File: config.mk
export PLATFORM = sky130hd
export DESIGN_NAME = scc_clock_ctrl
export DESIGN_NICKNAME = d
export VERILOG_FILES = /design/src/common/scc_pkg.sv /design/src/rtl/scc_clock_ctrl.sv /design/src/rtl/scc_fb_div.sv /design/src/rtl/scc_sync.sv
export VERILOG_INCLUDE_DIRS = /design/src /design/src/common
export SDC_FILE = /design/constraint.sdc
export NUM_CORES = 1
export LEC_CHECK = 0
export ABC_AREA = 0
export BUFFER_PORTS_ARGS = -buffer_cell sky130_fd_sc_hd__clkbuf_2
export CAP_MARGIN = 25
export CORE_ASPECT_RATIO = 0.7
export CORE_MARGIN = 1
export CORE_UTILIZATION = 45
export CTS_BUF_LIST = sky130_fd_sc_hd__clkbuf_4 sky130_fd_sc_hd__clkbuf_8
export DETAILED_ROUTE_END_ITERATION = 8
export HOLD_SLACK_MARGIN = 0.1
export PLACE_DENSITY = 0.81
export SETUP_SLACK_MARGIN = 0.05
export SKIP_CTS_REPAIR_TIMING = 1
export SLEW_MARGIN = 10
export SYNTH_ARGS = -nofsm -noshare
export SYNTH_HDL_FRONTEND = slang
export SYNTH_SLANG_ARGS = --single-unit
File: constraint.sdc
create_clock -name pclk -period 1.8 [get_ports pclk]
set_input_delay 0.18 -clock pclk [delete_from_list [all_inputs] [get_ports pclk]]
set_output_delay 0.18 -clock pclk [all_outputs]
set_load 0.02 [all_outputs]
File: src/common/scc_params.svh
// Offsets, field positions, reset values and timing counts of the synthesizer clock control.
`ifndef SCC_PARAMS_SVH
`define SCC_PARAMS_SVH
`define SCC_CTRL_ADDR 12'h000
`define SCC_STAT_ADDR 12'h004
`define SCC_BIT_SRC 7
`define SCC_BIT_BWH 6
`define SCC_BIT_PON 5
`define SCC_BIT_VTI 4
`define SCC_BIT_SP1 1
`define SCC_BIT_SP0 0
`define SCC_CTRL_RESET 8'h31
`define SCC_CTRL_WMASK 8'hF3
`define SCC_SPEED_RESET 2'h1
`define SCC_SWITCH_HALF_CYCLES 3
`endif

File: src/common/scc_pkg.sv
// Types shared by the synthesizer clock control design files.
package scc_pkg;
  typedef enum logic [1:0] {
    SCC_SW_IDLE,
    SCC_SW_XTAL,
    SCC_SW_SYNTH
  } scc_sw_state_e;
  typedef logic [7:0] scc_ctrl_t;
endpackage

File: src/rtl/scc_clock_ctrl.sv
// Synthesizer control register, interlocks, clock source switch and stop handling.
//
// Behaviour
// - Source bit picks synthesizer or crystal half.
// - Switch stalls clocks, select low, bounded time.
// - Source set ignored unless power already on.
// - Low driver on unless filter isolated; bit adds high.
// - Source set allowed while high bandwidth set.
// - Power bit runs synthesizer, not clock path.
// - Power clear refused unless source already clear.
// - Test isolate clearable only in test modes.
// - Speed select picks one of four taps.
// - Reset values: source, bandwidth, speed bit 1 zero; others set.
// - Stop selects crystal rate, powers synthesizer down.
// - Interrupt stop exit keeps config but source, else reset.
// - Feedback divides by 256, 128, 64, 32.
`timescale 1ns/100ps
`include "scc_params.svh"
module scc_clock_ctrl
  import scc_pkg::*;
#(
  parameter int ADDR_W = 12
) (
  input wire logic pclk,
  input wire logic presetn,
  input wire logic psel,
  input wire logic penable,
  input wire logic pwrite,
  input wire logic [ADDR_W-1:0] paddr,
  input wire logic [31:0] pwdata,
  output logic [31:0] prdata,
  output logic pready,
  output logic pslverr,
  input wire logic crystal_input,
  input wire logic synth_output_clock,
  input wire logic test_mode,
  input wire logic stop_req,
  input wire logic stop_exit,
  input wire logic stop_exit_irq,
  output logic bus_clock_source_sel,
  output logic clock_select_out,
  output logic cpu_clock_stall,
  output logic synth_enable,
  output logic low_bw_drive,
  output logic high_bw_drive,
  output logic [1:0] synth_speed_sel,
  output logic synth_fb_clk
);
  scc_ctrl_t ctrl;
  scc_ctrl_t next_ctrl;
  scc_ctrl_t saved_ctrl;
  scc_sw_state_e sw_state;
  logic in_stop;
  logic xtal_s;
  logic synth_s;
  logic xtal_d;
  logic synth_d;
  logic [1:0] edge_cnt;
  logic applied_src;
  logic wr_en;
  logic rd_en;
  logic addr_ok;
  logic xtal_edge;
  logic synth_edge;

  scc_sync u_sync_xtal (
    .pclk(pclk),
    .presetn(presetn),
    .d(crystal_input),
    .q(xtal_s)
  );

  scc_sync u_sync_synth (
    .pclk(pclk),
    .presetn(presetn),
    .d(synth_output_clock),
    .q(synth_s)
  );

  assign addr_ok = (paddr == ADDR_W'(`SCC_CTRL_ADDR)) || (paddr == ADDR_W'(`SCC_STAT_ADDR));
  assign wr_en = psel && penable && pwrite && (paddr == ADDR_W'(`SCC_CTRL_ADDR));
  assign rd_en = psel && !penable && !pwrite;
  assign xtal_edge = xtal_s != xtal_d;
  assign synth_edge = synth_s != synth_d;

  // Source and power interlocks act on the value already held; a refused isolate clear sets the bit.
  always_comb begin
    next_ctrl = (ctrl & ~`SCC_CTRL_WMASK) | (pwdata[7:0] & `SCC_CTRL_WMASK);
    if (next_ctrl[`SCC_BIT_SRC] && !ctrl[`SCC_BIT_PON]) begin
      next_ctrl[`SCC_BIT_SRC] = 1'b0;
    end
    if (!next_ctrl[`SCC_BIT_PON] && ctrl[`SCC_BIT_SRC]) begin
      next_ctrl[`SCC_BIT_PON] = 1'b1;
    end
    if (!next_ctrl[`SCC_BIT_VTI] && !test_mode) begin
      next_ctrl[`SCC_BIT_VTI] = 1'b1;
    end
  end

  // The bandwidth bit never gates the source bit; that ordering is software's job.
  always_ff @(posedge pclk or negedge presetn) begin
    if (!presetn) begin
      ctrl <= `SCC_CTRL_RESET;
    end else if (stop_req && !in_stop) begin
      ctrl[`SCC_BIT_SRC] <= 1'b0;
    end else if (in_stop && stop_exit) begin
      if (stop_exit_irq) begin
        ctrl <= saved_ctrl & ~(8'h01 << `SCC_BIT_SRC);
      end else begin
        ctrl <= `SCC_CTRL_RESET;
      end
    end else if (wr_en && !in_stop) begin
      ctrl <= next_ctrl;
    end
  end

  always_ff @(posedge pclk or negedge presetn) begin
    if (!presetn) begin
      in_stop <= 1'b0;
    end else if (stop_req && !in_stop) begin
      in_stop <= 1'b1;
    end else if (in_stop && stop_exit) begin
      in_stop <= 1'b0;
    end
  end

  // The copy is taken before stop entry clears the source bit in the live register.
  always_ff @(posedge pclk or negedge presetn) begin
    if (!presetn) begin
      saved_ctrl <= `SCC_CTRL_RESET;
    end else if (stop_req && !in_stop) begin
      saved_ctrl <= ctrl;
    end
  end

  // The switch waits for crystal edges, then synthesizer edges while it runs; three half-cycles each bound it.
  always_ff @(posedge pclk or negedge presetn) begin
    if (!presetn) begin
      xtal_d <= 1'b0;
    end else begin
      xtal_d <= xtal_s;
    end
  end

  always_ff @(posedge pclk or negedge presetn) begin
    if (!presetn) begin
      synth_d <= 1'b0;
    end else begin
      synth_d <= synth_s;
    end
  end

  always_ff @(posedge pclk or negedge presetn) begin
    if (!presetn) begin
      sw_state <= SCC_SW_IDLE;
      edge_cnt <= 2'h0;
      applied_src <= 1'b0;
    end else begin
      case (sw_state)
        SCC_SW_IDLE: begin
          if (ctrl[`SCC_BIT_SRC] != applied_src) begin
            sw_state <= SCC_SW_XTAL;
            edge_cnt <= 2'h0;
          end
        end
        SCC_SW_XTAL: begin
          if (xtal_edge) begin
            if (edge_cnt == 2'(`SCC_SWITCH_HALF_CYCLES - 1)) begin
              sw_state <= SCC_SW_SYNTH;
              edge_cnt <= 2'h0;
            end else begin
              edge_cnt <= edge_cnt + 2'h1;
            end
          end
        end
        SCC_SW_SYNTH: begin
          // A stopped synthesizer gives no edges, so only wait while it runs.
          if (!ctrl[`SCC_BIT_PON] || in_stop || synth_edge) begin
            if (!ctrl[`SCC_BIT_PON] || in_stop ||
                edge_cnt == 2'(`SCC_SWITCH_HALF_CYCLES - 1)) begin
              sw_state <= SCC_SW_IDLE;
              applied_src <= ctrl[`SCC_BIT_SRC];
            end else begin
              edge_cnt <= edge_cnt + 2'h1;
            end
          end
        end
        default: begin
          sw_state <= SCC_SW_IDLE;
        end
      endcase
    end
  end

  always_ff @(posedge pclk or negedge presetn) begin
    if (!presetn) begin
      bus_clock_source_sel <= 1'b0;
    end else begin
      bus_clock_source_sel <= applied_src;
    end
  end

  // A pending change drops the select on the same edge that the switch machine leaves idle.
  always_ff @(posedge pclk or negedge presetn) begin
    if (!presetn) begin
      clock_select_out <= 1'b0;
    end else begin
      clock_select_out <= (sw_state == SCC_SW_IDLE) && applied_src &&
                          (ctrl[`SCC_BIT_SRC] == applied_src);
    end
  end

  // Stall starts with the register change so no cycle runs on a half-switched clock.
  always_ff @(posedge pclk or negedge presetn) begin
    if (!presetn) begin
      cpu_clock_stall <= 1'b0;
    end else begin
      cpu_clock_stall <= (sw_state != SCC_SW_IDLE) ||
                         (ctrl[`SCC_BIT_SRC] != applied_src);
    end
  end

  // Stop powers the loop down without touching the power bit, so an irq exit can resume.
  always_ff @(posedge pclk or negedge presetn) begin
    if (!presetn) begin
      synth_enable <= 1'b1;
    end else begin
      synth_enable <= ctrl[`SCC_BIT_PON] && !in_stop;
    end
  end

  // With the filter isolated for test, neither loop driver is enabled.
  always_ff @(posedge pclk or negedge presetn) begin
    if (!presetn) begin
      low_bw_drive <= 1'b1;
      high_bw_drive <= 1'b0;
    end else begin
      low_bw_drive <= ctrl[`SCC_BIT_VTI];
      high_bw_drive <= ctrl[`SCC_BIT_VTI] && ctrl[`SCC_BIT_BWH];
    end
  end

  always_ff @(posedge pclk or negedge presetn) begin
    if (!presetn) begin
      synth_speed_sel <= `SCC_SPEED_RESET;
    end else begin
      synth_speed_sel <= ctrl[`SCC_BIT_SP1:`SCC_BIT_SP0];
    end
  end

  scc_fb_div #(
    .WIDTH(8)
  ) u_fb_div (
    .pclk(pclk),
    .presetn(presetn),
    .vco_tick(synth_s && !synth_d),
    .run(ctrl[`SCC_BIT_PON] && !in_stop),
    .speed_sel(ctrl[`SCC_BIT_SP1:`SCC_BIT_SP0]),
    .fb_clk(synth_fb_clk)
  );

  // APB: zero wait states, read data registered in the setup cycle.
  always_ff @(posedge pclk or negedge presetn) begin
    if (!presetn) begin
      pready <= 1'b0;
    end else begin
      pready <= psel && !penable;
    end
  end

  always_ff @(posedge pclk or negedge presetn) begin
    if (!presetn) begin
      pslverr <= 1'b0;
    end else begin
      pslverr <= psel && !penable && !addr_ok;
    end
  end

  // Decoding in the setup cycle lets prdata stand through the whole access cycle.
  always_ff @(posedge pclk or negedge presetn) begin
    if (!presetn) begin
      prdata <= 32'h0000_0000;
    end else if (rd_en) begin
      case (paddr)
        ADDR_W'(`SCC_CTRL_ADDR): begin
          prdata <= {24'h00_0000, ctrl};
        end
        ADDR_W'(`SCC_STAT_ADDR): begin
          prdata <= {28'h000_0000, in_stop, cpu_clock_stall, sw_state != SCC_SW_IDLE,
                     applied_src};
        end
        default: begin
          prdata <= 32'h0000_0000;
        end
      endcase
    end
  end
endmodule // scc_clock_ctrl

File: src/rtl/scc_fb_div.sv
// Feedback divider: a free counter whose tap is picked by the speed select.
`timescale 1ns/100ps
`include "scc_params.svh"
module scc_fb_div
  import scc_pkg::*;
#(
  parameter int WIDTH = 8
) (
  input wire logic pclk,
  input wire logic presetn,
  input wire logic vco_tick,
  input wire logic run,
  input wire logic [1:0] speed_sel,
  output logic fb_clk
);
  logic [WIDTH-1:0] count;

  always_ff @(posedge pclk or negedge presetn) begin
    if (!presetn) begin
      count <= '0;
    end else if (!run) begin
      count <= '0;
    end else if (vco_tick) begin
      count <= count + 1'b1;
    end
  end

  // Speed 00 divides by 256, 11 by 32: tap bit 7 down to bit 4.
  always_ff @(posedge pclk or negedge presetn) begin
    if (!presetn) begin
      fb_clk <= 1'b0;
    end else begin
      fb_clk <= count[3'(7 - int'(speed_sel))];
    end
  end
endmodule // scc_fb_div

File: src/rtl/scc_sync.sv
// Two-flop synchroniser for a level from another clock domain.
`timescale 1ns/100ps
module scc_sync (
  input wire logic pclk,
  input wire logic presetn,
  input wire logic d,
  output logic q
);
  logic meta;

  always_ff @(posedge pclk or negedge presetn) begin
    if (!presetn) begin
      meta <= 1'b0;
      q <= 1'b0;
    end else begin
      meta <= d;
      q <= meta;
    end
  end
endmodule // scc_sync
; Word level (Yosys, flattened, before mapping)
; Cells that the tools add are included.
; W data, S select, Z words.
[totals]
register_bits = 78
in_bits = 55
out_inout_bits = 43
word_cells = 115
[classes]
reduce_logical = 42
n_lt_le_gt_ge = 1
n_eq_ne = 15
addsub = 3
bitwise = 2
n_mux = 27
[ops]
columns = operator, n
row1 = $mux W8, 4
row2 = $mux W2, 10
row3 = $logic_and A1 B1 Y1, 17
row4 = $pmux W8 S2, 1
row5 = $eq A12 B3 Y1 const B, 1
row6 = $logic_not A12 Y1, 1
row7 = $pmux W2 S3, 2
row8 = $ne A2 B2 Y1 const B, 5
row9 = $reduce_and A5 Y1, 2
row10 = $logic_not A1 Y1, 9
row11 = $add A8 B1 Y8 const B, 1
row12 = $mux W1, 8
row13 = $or A4 B8 Y8, 1
row14 = $mux W7, 1
row15 = $reduce_bool A2 Y1, 3
row16 = $reduce_bool A3 Y1, 2
row17 = $logic_or A1 B1 Y1, 5
row18 = $lt A3 B5 Y1 const B, 1
row19 = $eq A2 B2 Y1 const B, 2
row20 = $ne A2 B1 Y1 const B, 2
row21 = $bmux W1 S3, 1
row22 = $ne A1 B1 Y1, 3
row23 = $reduce_and A3 Y1, 1
row24 = $sub A3 B2 Y3 const A, 1
row25 = other kinds (6), 6

; Depth between registers and ports, before layout
; Gate-level depths: netlist of the first run.
[depth]
word_depth = 7
mapped_depth = 6

; Hierarchy
; Synthesis of the first run repeated with hierarchy kept, for this count alone.
[unflattened]
hier_cells = 236
hier_area_um2 = 2655.0
[by_module_without_submodules]
columns = module, n_inst, area_per_inst_um2, cells_each
row1 = scc_clock_ctrl, 1, 2109.5, 191
row2 = scc_fb_div, 1, 445.4, 41
row3 = scc_sync, 2, 50.0, 2

; Worst setup path after synthesis of the first run
; OpenSTA, ideal clock, no wires.
[synth_path]
kind = in2reg
startpoint = in paddr[3]
endpoint = reg ctrl[4]
t_arrival_ns = 1.644
path_slack_ns = 0.068
n_path_buf = 0
path_stages = 4
setup_ns = 0.088
path_cell_list = or4_4 > or4_4 > nor4b_2 > o31ai_1
[synth_via]
elab_chain_len = 5
[synth_rtl]
columns = item, line
row1 = start: declaration, scc_clock_ctrl.sv:29  ; input wire logic [ADDR_W-1:0] paddr,
row2 = $logic_not A12 Y1, scc_clock_ctrl.sv:81  ; assign wr_en = psel && penable && pwrite && (paddr == ADDR_W'(`SCC_CTRL_ADDR));
row3 = $logic_and A1 B1 Y1, scc_clock_ctrl.sv:81
row4 = $logic_and A1 B1 Y1, scc_clock_ctrl.sv:112  ; end else if (wr_en && !in_stop) begin
row5 = $reduce_bool A2 Y1 (no source line), n/a
row6 = $reduce_and A2 Y1 (no source line), n/a
row7 = end signal: assignment, scc_clock_ctrl.sv:108  ; ctrl <= saved_ctrl & ~(8'h01 << `SCC_BIT_SRC);
row8 = end signal: assignment, scc_clock_ctrl.sv:110  ; ctrl <= `SCC_CTRL_RESET;
row9 = end signal: assignment, scc_clock_ctrl.sv:113  ; ctrl <= next_ctrl;
row10 = end: declaration, scc_clock_ctrl.sv:49  ; scc_ctrl_t ctrl;
; Every way passes these cells.
; A chain may end at the register's enable or synchronous reset.

; Final worst setup path of the first run
[layout_path]
startpoint = in penable
endpoint = reg ctrl[4]
[layout_via]
elab_chain_len = 6
[layout_rtl]
columns = item, line
row1 = start: declaration, scc_clock_ctrl.sv:27  ; input wire logic penable,
row2 = $logic_and A1 B1 Y1 (3 in a row), scc_clock_ctrl.sv:81
row3 = $logic_and A1 B1 Y1, scc_clock_ctrl.sv:112
row4 = $reduce_bool A2 Y1 (no source line), n/a
row5 = $reduce_and A2 Y1 (no source line), n/a
; Every way passes these cells.

==> results of run 1 <==
-- power by group through the flow --
stage,logic (uW),registers (uW),clock network [uW]
2_1_floorplan,550,1590,0
3_3_place_gp,782,1550,0
3_5_place_dp,817,1560,0
4_1_cts,820,1540,739
5_1_grt,903,1560,784
6_report,818,1540,711
-- synth_stat cells, drive strengths merged (2+ instances only) --
master and n:
dfrtp 45, buf 25, nand2 24, o21ai 14, mux2 11, nor2 11, ha 10, inv 10
dfstp 9, a21oi 8, mux2i 6, o31ai 6, xor2 6, a31oi 4, or4 4, and2 3
and3 3, clkbuf 3, nand4 3, nor2b 3, xnor2 3, a22oi 2, nand2b 2, or3 2
-- placed cells by master, fill, tap and decap left out, drive strengths merged, types with 2 or more instances in the layout --
cell and count:
clkbuf 53, dfrtp 45, nand2 24, conb 24
o21ai 14, nor2 11, mux2 11, ha 10
inv 10, buf 10, dfstp 9, a21oi 8
o31ai 6, mux2i 6, xor2 6, or4 4
a31oi 4, dlygate4sd3 4, xnor2 3, and3 3
nor2b 3, and2 3, nand4 3, nand2b 2
or3 2, a22oi 2, clkinv 2
-- per-stage QoR --
stage	area, um^2	util (%)
2_1_floorplan	2680	-
3_3_place_gp	2890	53.5
3_5_place_dp	2890	53.5
4_1_cts	2990	55.4
5_1_grt	3030	56.1
6_report	3030	56.1
-- registers in the layout, indices dropped and copies added (netlist names), 2 cells and up --
| signal | flops |
|---|---|
| sw_state | 2 |
| edge_cnt | 2 |
| u_fb_div.count | 8 |
| prdata | 8 |
| saved_ctrl | 7 |
| ctrl | 8 |
| synth_speed_sel | 2 |
-- kinds of logic after synthesis --
| logic type | count (synthesis) | synth area share, % |
|---|---|---|
| AO/OA/AOI/OAI | 37 | 8.78 |
| buffers and inverters | 38 | 9.27 |
| flip-flops | 54 | 52.6 |
| adder cells (fa/ha/maj) | 10 | 4.83 |
| other | 1 | 0.145 |
| multiplexers | 18 | 7.96 |
| AND/OR/NAND/NOR | 62 | 13.4 |
| XOR/XNOR | 9 | 3.04 |
-- per-layer routing --
layer | up-vias | share of wire (%) | track usage (%)
met5 | - | 0 | 0
met4 | 0 | 0.88 | 4.23
met3 | 4 | 4.9 | 3.94
met2 | 48 | 46 | 25.2
met1 | 852 | 48 | 24.2
li1 | 864 | - | -
-- path summary, 6_finish.rpt --
check | start | endpoint | slack [ns] | cells after the start
max in group asynchronous | presetn | ctrl[0]$_DFFE_PN1P_ | 1.11 | 3
hold / removal | pwdata[7] | ctrl[7]$_DFFE_PN0P_ | 0.13 | 3
min in group asynchronous | presetn | u_fb_div.count[4]$_DFFE_PN0P_ | 0.39 | 3
setup reg to reg | in_stop$_DFFE_PN0P_ | sw_state[1]$_DFFE_PN0P_ | 0.13 | 6
hold reg to reg | u_sync_xtal.meta$_DFF_PN0_ | u_sync_xtal.q$_DFF_PN0_ | 0.35 | 0
setup / recovery | penable | ctrl[4]$_DFFE_PN1P_ | 0.12 | 6
-- cell type report --
type                            count  area [um^2]  share of cell area [%]
Clock inverter                      2         17.5                   0.578
Inverter                           10         37.5                    1.24
Timing Repair Buffer               61          363                    12.0
Tap cell                           72         90.1                    2.97
Multi-Input combinational cell    160         1080                    35.5
Clock buffer                        6         82.6                    2.73
Sequential cell                    54         1360                    45.0
-- worst max-delay path, cell delays in order --
cell and delay (ns):
dlygate4sd3_1 0.54, clkbuf_2 0.11, nand4b_1 0.18, or4_4 0.52, nor4b_2 0.28, o31ai_1 0.09
==> impl_metrics.py, run 1 <==
metrics = {
    "power": {
        "power.share.switching_pct": 31.9,
        "report.power.total_uw": 3070,
        "leakage_uw": 0.00147,
        "p_int_uw": 2090,
        "power.density_nw_per_um2": 1010,
        "power.switching_uw": 979,
        "peakVddDrop_uv": 491,
        "clkPwrFrac_pct": 23.2,
        "seqPwrFrac_pct": 50.1,
        "p_comb_share_pct": 26.7,
    },
    "clock_network": {
        "cts_tree": "done",
        "clk_pin_slew_ns": 0.09,
        "cts_buffer_depth": 2,
        "root_buffer": "clkbuf_8",
        "clkSinkCount": 54,
        "h-tree-depth": 2,
        "clkLatencyLatePin_ns": 0.31,
        "cts_buffers": 5,
    },
    "logic_synthesis": {
        "synthDominantCellAreaShare_pct": 43.4,
        "synthArstFlopShare_pct": 100,
        "synth_cell_types": 40,
        "ys_ff_latch": 54,
        "syn-instance-count": 229,
        "synth_edf_count": 0,
        "synth_top_cell_by_area": "dfrtp_1",
        "ys_dominant_reg_cell": "dfrtp_1",
        "syn_area_um2": 2590,
        "syn_area_per_cell_um2": 11.3,
        "synth_warnings": 0,
        "synthTopCellsByArea": "dfrtp_1 43%, dfstp_2 9.1%, buf_4 6.9%",
        "synth_seq_area_share_pct": 52.6,
    },
    "drt": {
        "drcViolationCount": 0,
        "vias_per_cell": 4.84,
        "vias": 1768,
        "drtAntennaViolNets": 0,
        "drt_iter0_markers": 103,
        "drt_wl_total_um": 4900,
        "avgRoutedWirePerCell_um": 13.4,
        "drtPass1Iterations": 4,
    },
    "finish": {
        "drive_gt1_share_pct": 31.4,
        "final.fill_count": 479,
        "area_growth_pct": 16.8,
        "diodes": 0,
        "layout.nets": 357,
        "final_cells": 365,
    },
    "sta": {
        "rsz0062_at_grt": "no",
        "finalSetupTns_ns": 0,
        "hold_viol_final": 0,
        "fin_skew_ns": 0.00963,
        "finalSetupViolCount": 0,
        "report.final.slew_viol_count": 0,
        "fin_ws_ns": 0.124,
        "fin_hold_ws_ns": 0.131,
        "fin_crit_ns": 1.68,
        "fmax_ghz": 0.597,
        "fin_crit_sh_pct": 93.1,
    },
    "worst_setup_path": {
        "critPathKind": "input port to flop",
        "cp.required_ns": 2.03,
        "worst_setup_path_end_kind": "flop",
        "worstPathArrival_ns": 1.91,
        "cp_max_fo": 6,
        "startpoint_type": "input port",
    },
    "flow_run": {
        "cap_violations": 0,
    },
    "place": {
        "dpl.hpwl_um": 3740,
        "port_buffers": 47,
        "dp_slack_ns": -0.0911,
        "dp.cells": 353,
        "place.gp.congestion": 0.828,
    },
    "grt": {
        "grt_pass1_wl_um": 7630,
        "grt_usage_pct": 16.7,
        "grt_overflow_total": 0,
        "grt_pass1_vias": 1610,
        "antenna_found_initial": 0,
        "grt_max_degree": 55,
    },
    "floorplan": {
        "num_rows": 22,
        "coreArea_um2": 5400,
        "die_y_um": 65.5,
        "start_util_pct": 48.1,
        "design.portCount": 98,
        "die_w_um": 92.7,
        "die_area_um2": 6070,
    },
    "run_status": {
        "outcome": "finished, final reports clean",
    },
    "worst_hold_path": {
        "hold_class": "input port to flop",
    },
}
Power figures use the tool's default switching activity.
==> run 2: changes to the inputs <==
Settings changed: CAP_MARGIN 25 to default, CORE_UTILIZATION 45 to 35, PLACE_DENSITY 0.81 to 0.67, SYNTH_HIERARCHICAL from default to 1.
==> impl_metrics.py, run 2 <==
metrics = {
    "grt": {
        "grt_pass1_vias": 1761,
        "grtUsageMet1_pct": 19.2,
        "grtUsageMet3_pct": 3.72,
        "grt_usage_pct": 14.2,
        "grt_overflow_total": 0,
        "busiest_layer": "met2",
        "grt_max_degree": 26,
        "grt_pass1_wl_um": 8650,
        "use_met2_pct": 23.1,
        "antenna_found_initial": 0,
    },
    "sta": {
        "finalSetupTns_ns": 0,
        "fin_hold_ws_ns": 0.114,
        "hold_viol_final": 0,
        "fin_skew_ns": 0.00948,
        "finalSetupViolCount": 0,
        "fin_crit_ns": 1.70,
        "report.final.slew_viol_count": 0,
        "fin_crit_sh_pct": 94.5,
        "fmax_ghz": 0.588,
        "rsz0062_at_grt": "yes",
    },
    "floorplan": {
        "num_rows": 26,
        "design.portCount": 98,
        "start_util_pct": 36.3,
        "die_y_um": 74.9,
        "coreArea_um2": 7320,
        "die_w_um": 106,
        "die_area_um2": 7940,
    },
    "finish": {
        "final.fill_count": 715,
        "final_util_pct": 43.6,
        "mostFrequentLayoutCell": "clkbuf_2",
        "area_growth_pct": 20.3,
        "drive_gt1_share_pct": 34.9,
        "multi_input_area_um2": 1140,
        "diodes": 0,
        "layout.nets": 365,
        "seq_area_um2": 1360,
        "largestRegisters": "ctrl x8, prdata x8, u_fb_div/count x8",
        "fin_area_um2": 3190,
        "layout_common_cells": "47 x clkbuf_2, 44 x dfrtp_1, 24 x conb_1",
    },
    "clock_network": {
        "clkSinkCount": 54,
        "cts_buffer_depth": 2,
        "cts_tree": "done",
        "clkLatencyLatePin_ns": 0.31,
        "h-tree-depth": 2,
        "root_buffer": "clkbuf_8",
        "cts_buffers": 5,
        "clk_pin_slew_ns": 0.10,
    },
    "drt": {
        "vias": 1868,
        "drt_iter0_markers": 67,
        "drt_wl_total_um": 5400,
        "drtAntennaViolNets": 0,
        "drcViolationCount": 0,
        "drtPass1Iterations": 4,
        "avgRoutedWirePerCell_um": 13.5,
        "vias_per_cell": 4.68,
    },
    "run_status": {
        "outcome": "finished, final reports clean",
    },
    "logic_synthesis": {
        "synthTopCellsByArea": "dfrtp_1 42%, dfstp_2 8.9%, buf_4 7.4%",
        "yosys-top-cells-count": "45 x dfrtp_1, 26 x buf_4, 23 x nand2_1",
        "synth_edf_count": 0,
        "ys_dominant_reg_cell": "dfrtp_1",
        "synth_top_family_by_area": "simple AND/OR/NAND/NOR gates",
        "synth_cell_types": 51,
        "synth_warnings": 6,
        "syn_area_per_cell_um2": 11.3,
        "synthXorXnorAreaFrac_pct": 1.65,
        "synth-simple-area-share_pct": 14.1,
        "synthDominantCellAreaShare_pct": 42.4,
        "synth.most_common_cell": "dfrtp_1",
        "ys_ff_latch": 54,
        "syn-instance-count": 236,
        "synth_seq_area_share_pct": 51.3,
        "synth-compound-area-share_pct": 10.3,
        "syn_area_um2": 2660,
        "synth_mux_area_share_pct": 7.87,
        "synth_top_cell_by_area": "dfrtp_1",
        "synth-adder-area-share_pct": 4.71,
        "synthArstFlopShare_pct": 100,
    },
    "power": {
        "leakage_uw": 0.00147,
        "peakVddDrop_uv": 418,
        "report.power.total_uw": 3380,
        "power.density_nw_per_um2": 1060,
    },
    "place": {
        "port_buffers": 47,
        "place_area_um2": 2950,
        "place.gp.congestion": 0.789,
        "dpl.hpwl_um": 4050,
    },
    "worst_setup_path": {
        "reg2reg_slack_ns": 0.1,
        "worstReg2RegStart": "edge_cnt[0]$_DFFE_PN0P_",
        "startpoint_type": "flop",
        "critPathKind": "flop to flop",
        "worst_setup_path_end_kind": "flop",
        "cp_max_fo": 3,
        "cp.required_ns": 2.00,
        "r2r-end": "edge_cnt[0]$_DFFE_PN0P_",
        "worstPathArrival_ns": 1.90,
        "reg2reg_depth": 6,
    },
    "worst_hold_path": {
        "hold_end": "ctrl[6]$_DFFE_PN0P_",
        "holdCritStartpoint": "pwdata[6]",
        "holdPathStages": 3,
        "hold_class": "input port to flop",
    },
    "flow_run": {
        "cap_violations": 0,
    },
}
-- run 2: cell count changes in the layout (fill, tap and decap cells not counted), moves of 4 or more --
| cell | before | now |
|---|---|---|
| o21ai_1 | 9 | 4 |
| o21ai_0 | 5 | 11 |
| nor2_1 | 11 | 4 |
| or4_4 | 4 | 0 |
| xor2_1 | 6 | 2 |
| nand3_1 | 1 | 7 |
-- run 2: logic make-up after synthesis --
logic type                 after synthesis
muxes                                   18
DFF                                     54
xor gates and xnor gates                 5
buffers and inverters                   40
AOI/OAI and AO/OA                       44
other                                    1
and+or+nand+nor                         64
adders and majority gates               10
-- run 2: worst max-delay path by stage --
stage               cells after the start                       to  slack (ns)                    start
detailed placement                      4      ctrl[4]$_DFFE_PN1P_        0.04      in_stop$_DFFE_PN0P_
floorplan                               6  edge_cnt[0]$_DFFE_PN0P_        0.12  edge_cnt[0]$_DFFE_PN0P_
global placement                        6  edge_cnt[0]$_DFFE_PN0P_        0.06  edge_cnt[0]$_DFFE_PN0P_
CTS                                     4      ctrl[4]$_DFFE_PN1P_        0.02      in_stop$_DFFE_PN0P_
global route                            5  edge_cnt[0]$_DFFE_PN0P_        0.02  sw_state[0]$_DFFE_PN0P_
finish                                  6  edge_cnt[0]$_DFFE_PN0P_         0.1  edge_cnt[0]$_DFFE_PN0P_
-- run 2: layer usage --
metal  up-vias  wire length (um)  share of wire, %
met5         -                 0                 0
met4         0                36              0.67
met3         9               298               5.5
met2        50              2520                47
met1       907              2540                47
li1        902                 -                 -
-- run 2: area by class of cell --
type	instances	area share, %
multi-input cells	165	35.6
repair buffers	64	12.2
clock buffers	6	2.59
clock inverters	2	1.88
inverters	10	1.18
flip-flops and latches	54	42.7
well taps	98	3.84
-- run 2: through the flow --
step	setup slack, ns	std cells
floorplan	0.117	259
global placement	0.0610	383
detailed placement	0.0383	383
CTS	0.0248	391
global route	0.0239	399
finish	0.0986	399
-- run 2: worst max-delay path, cell delays in order, from the launching register on --
cell	delay, ns
dfrtp_1	0.41
inv_2	0.07
ha_2	0.19
or3b_4	0.37
a21oi_2	0.14
nand3_2	0.11
mux2_4	0.31
-- run 2: report_power, final --
group          internal [uW]  switching (uW)
Clock                    593             393
Sequential              1390             112
Combinational            394             496
Total                   2380            1000
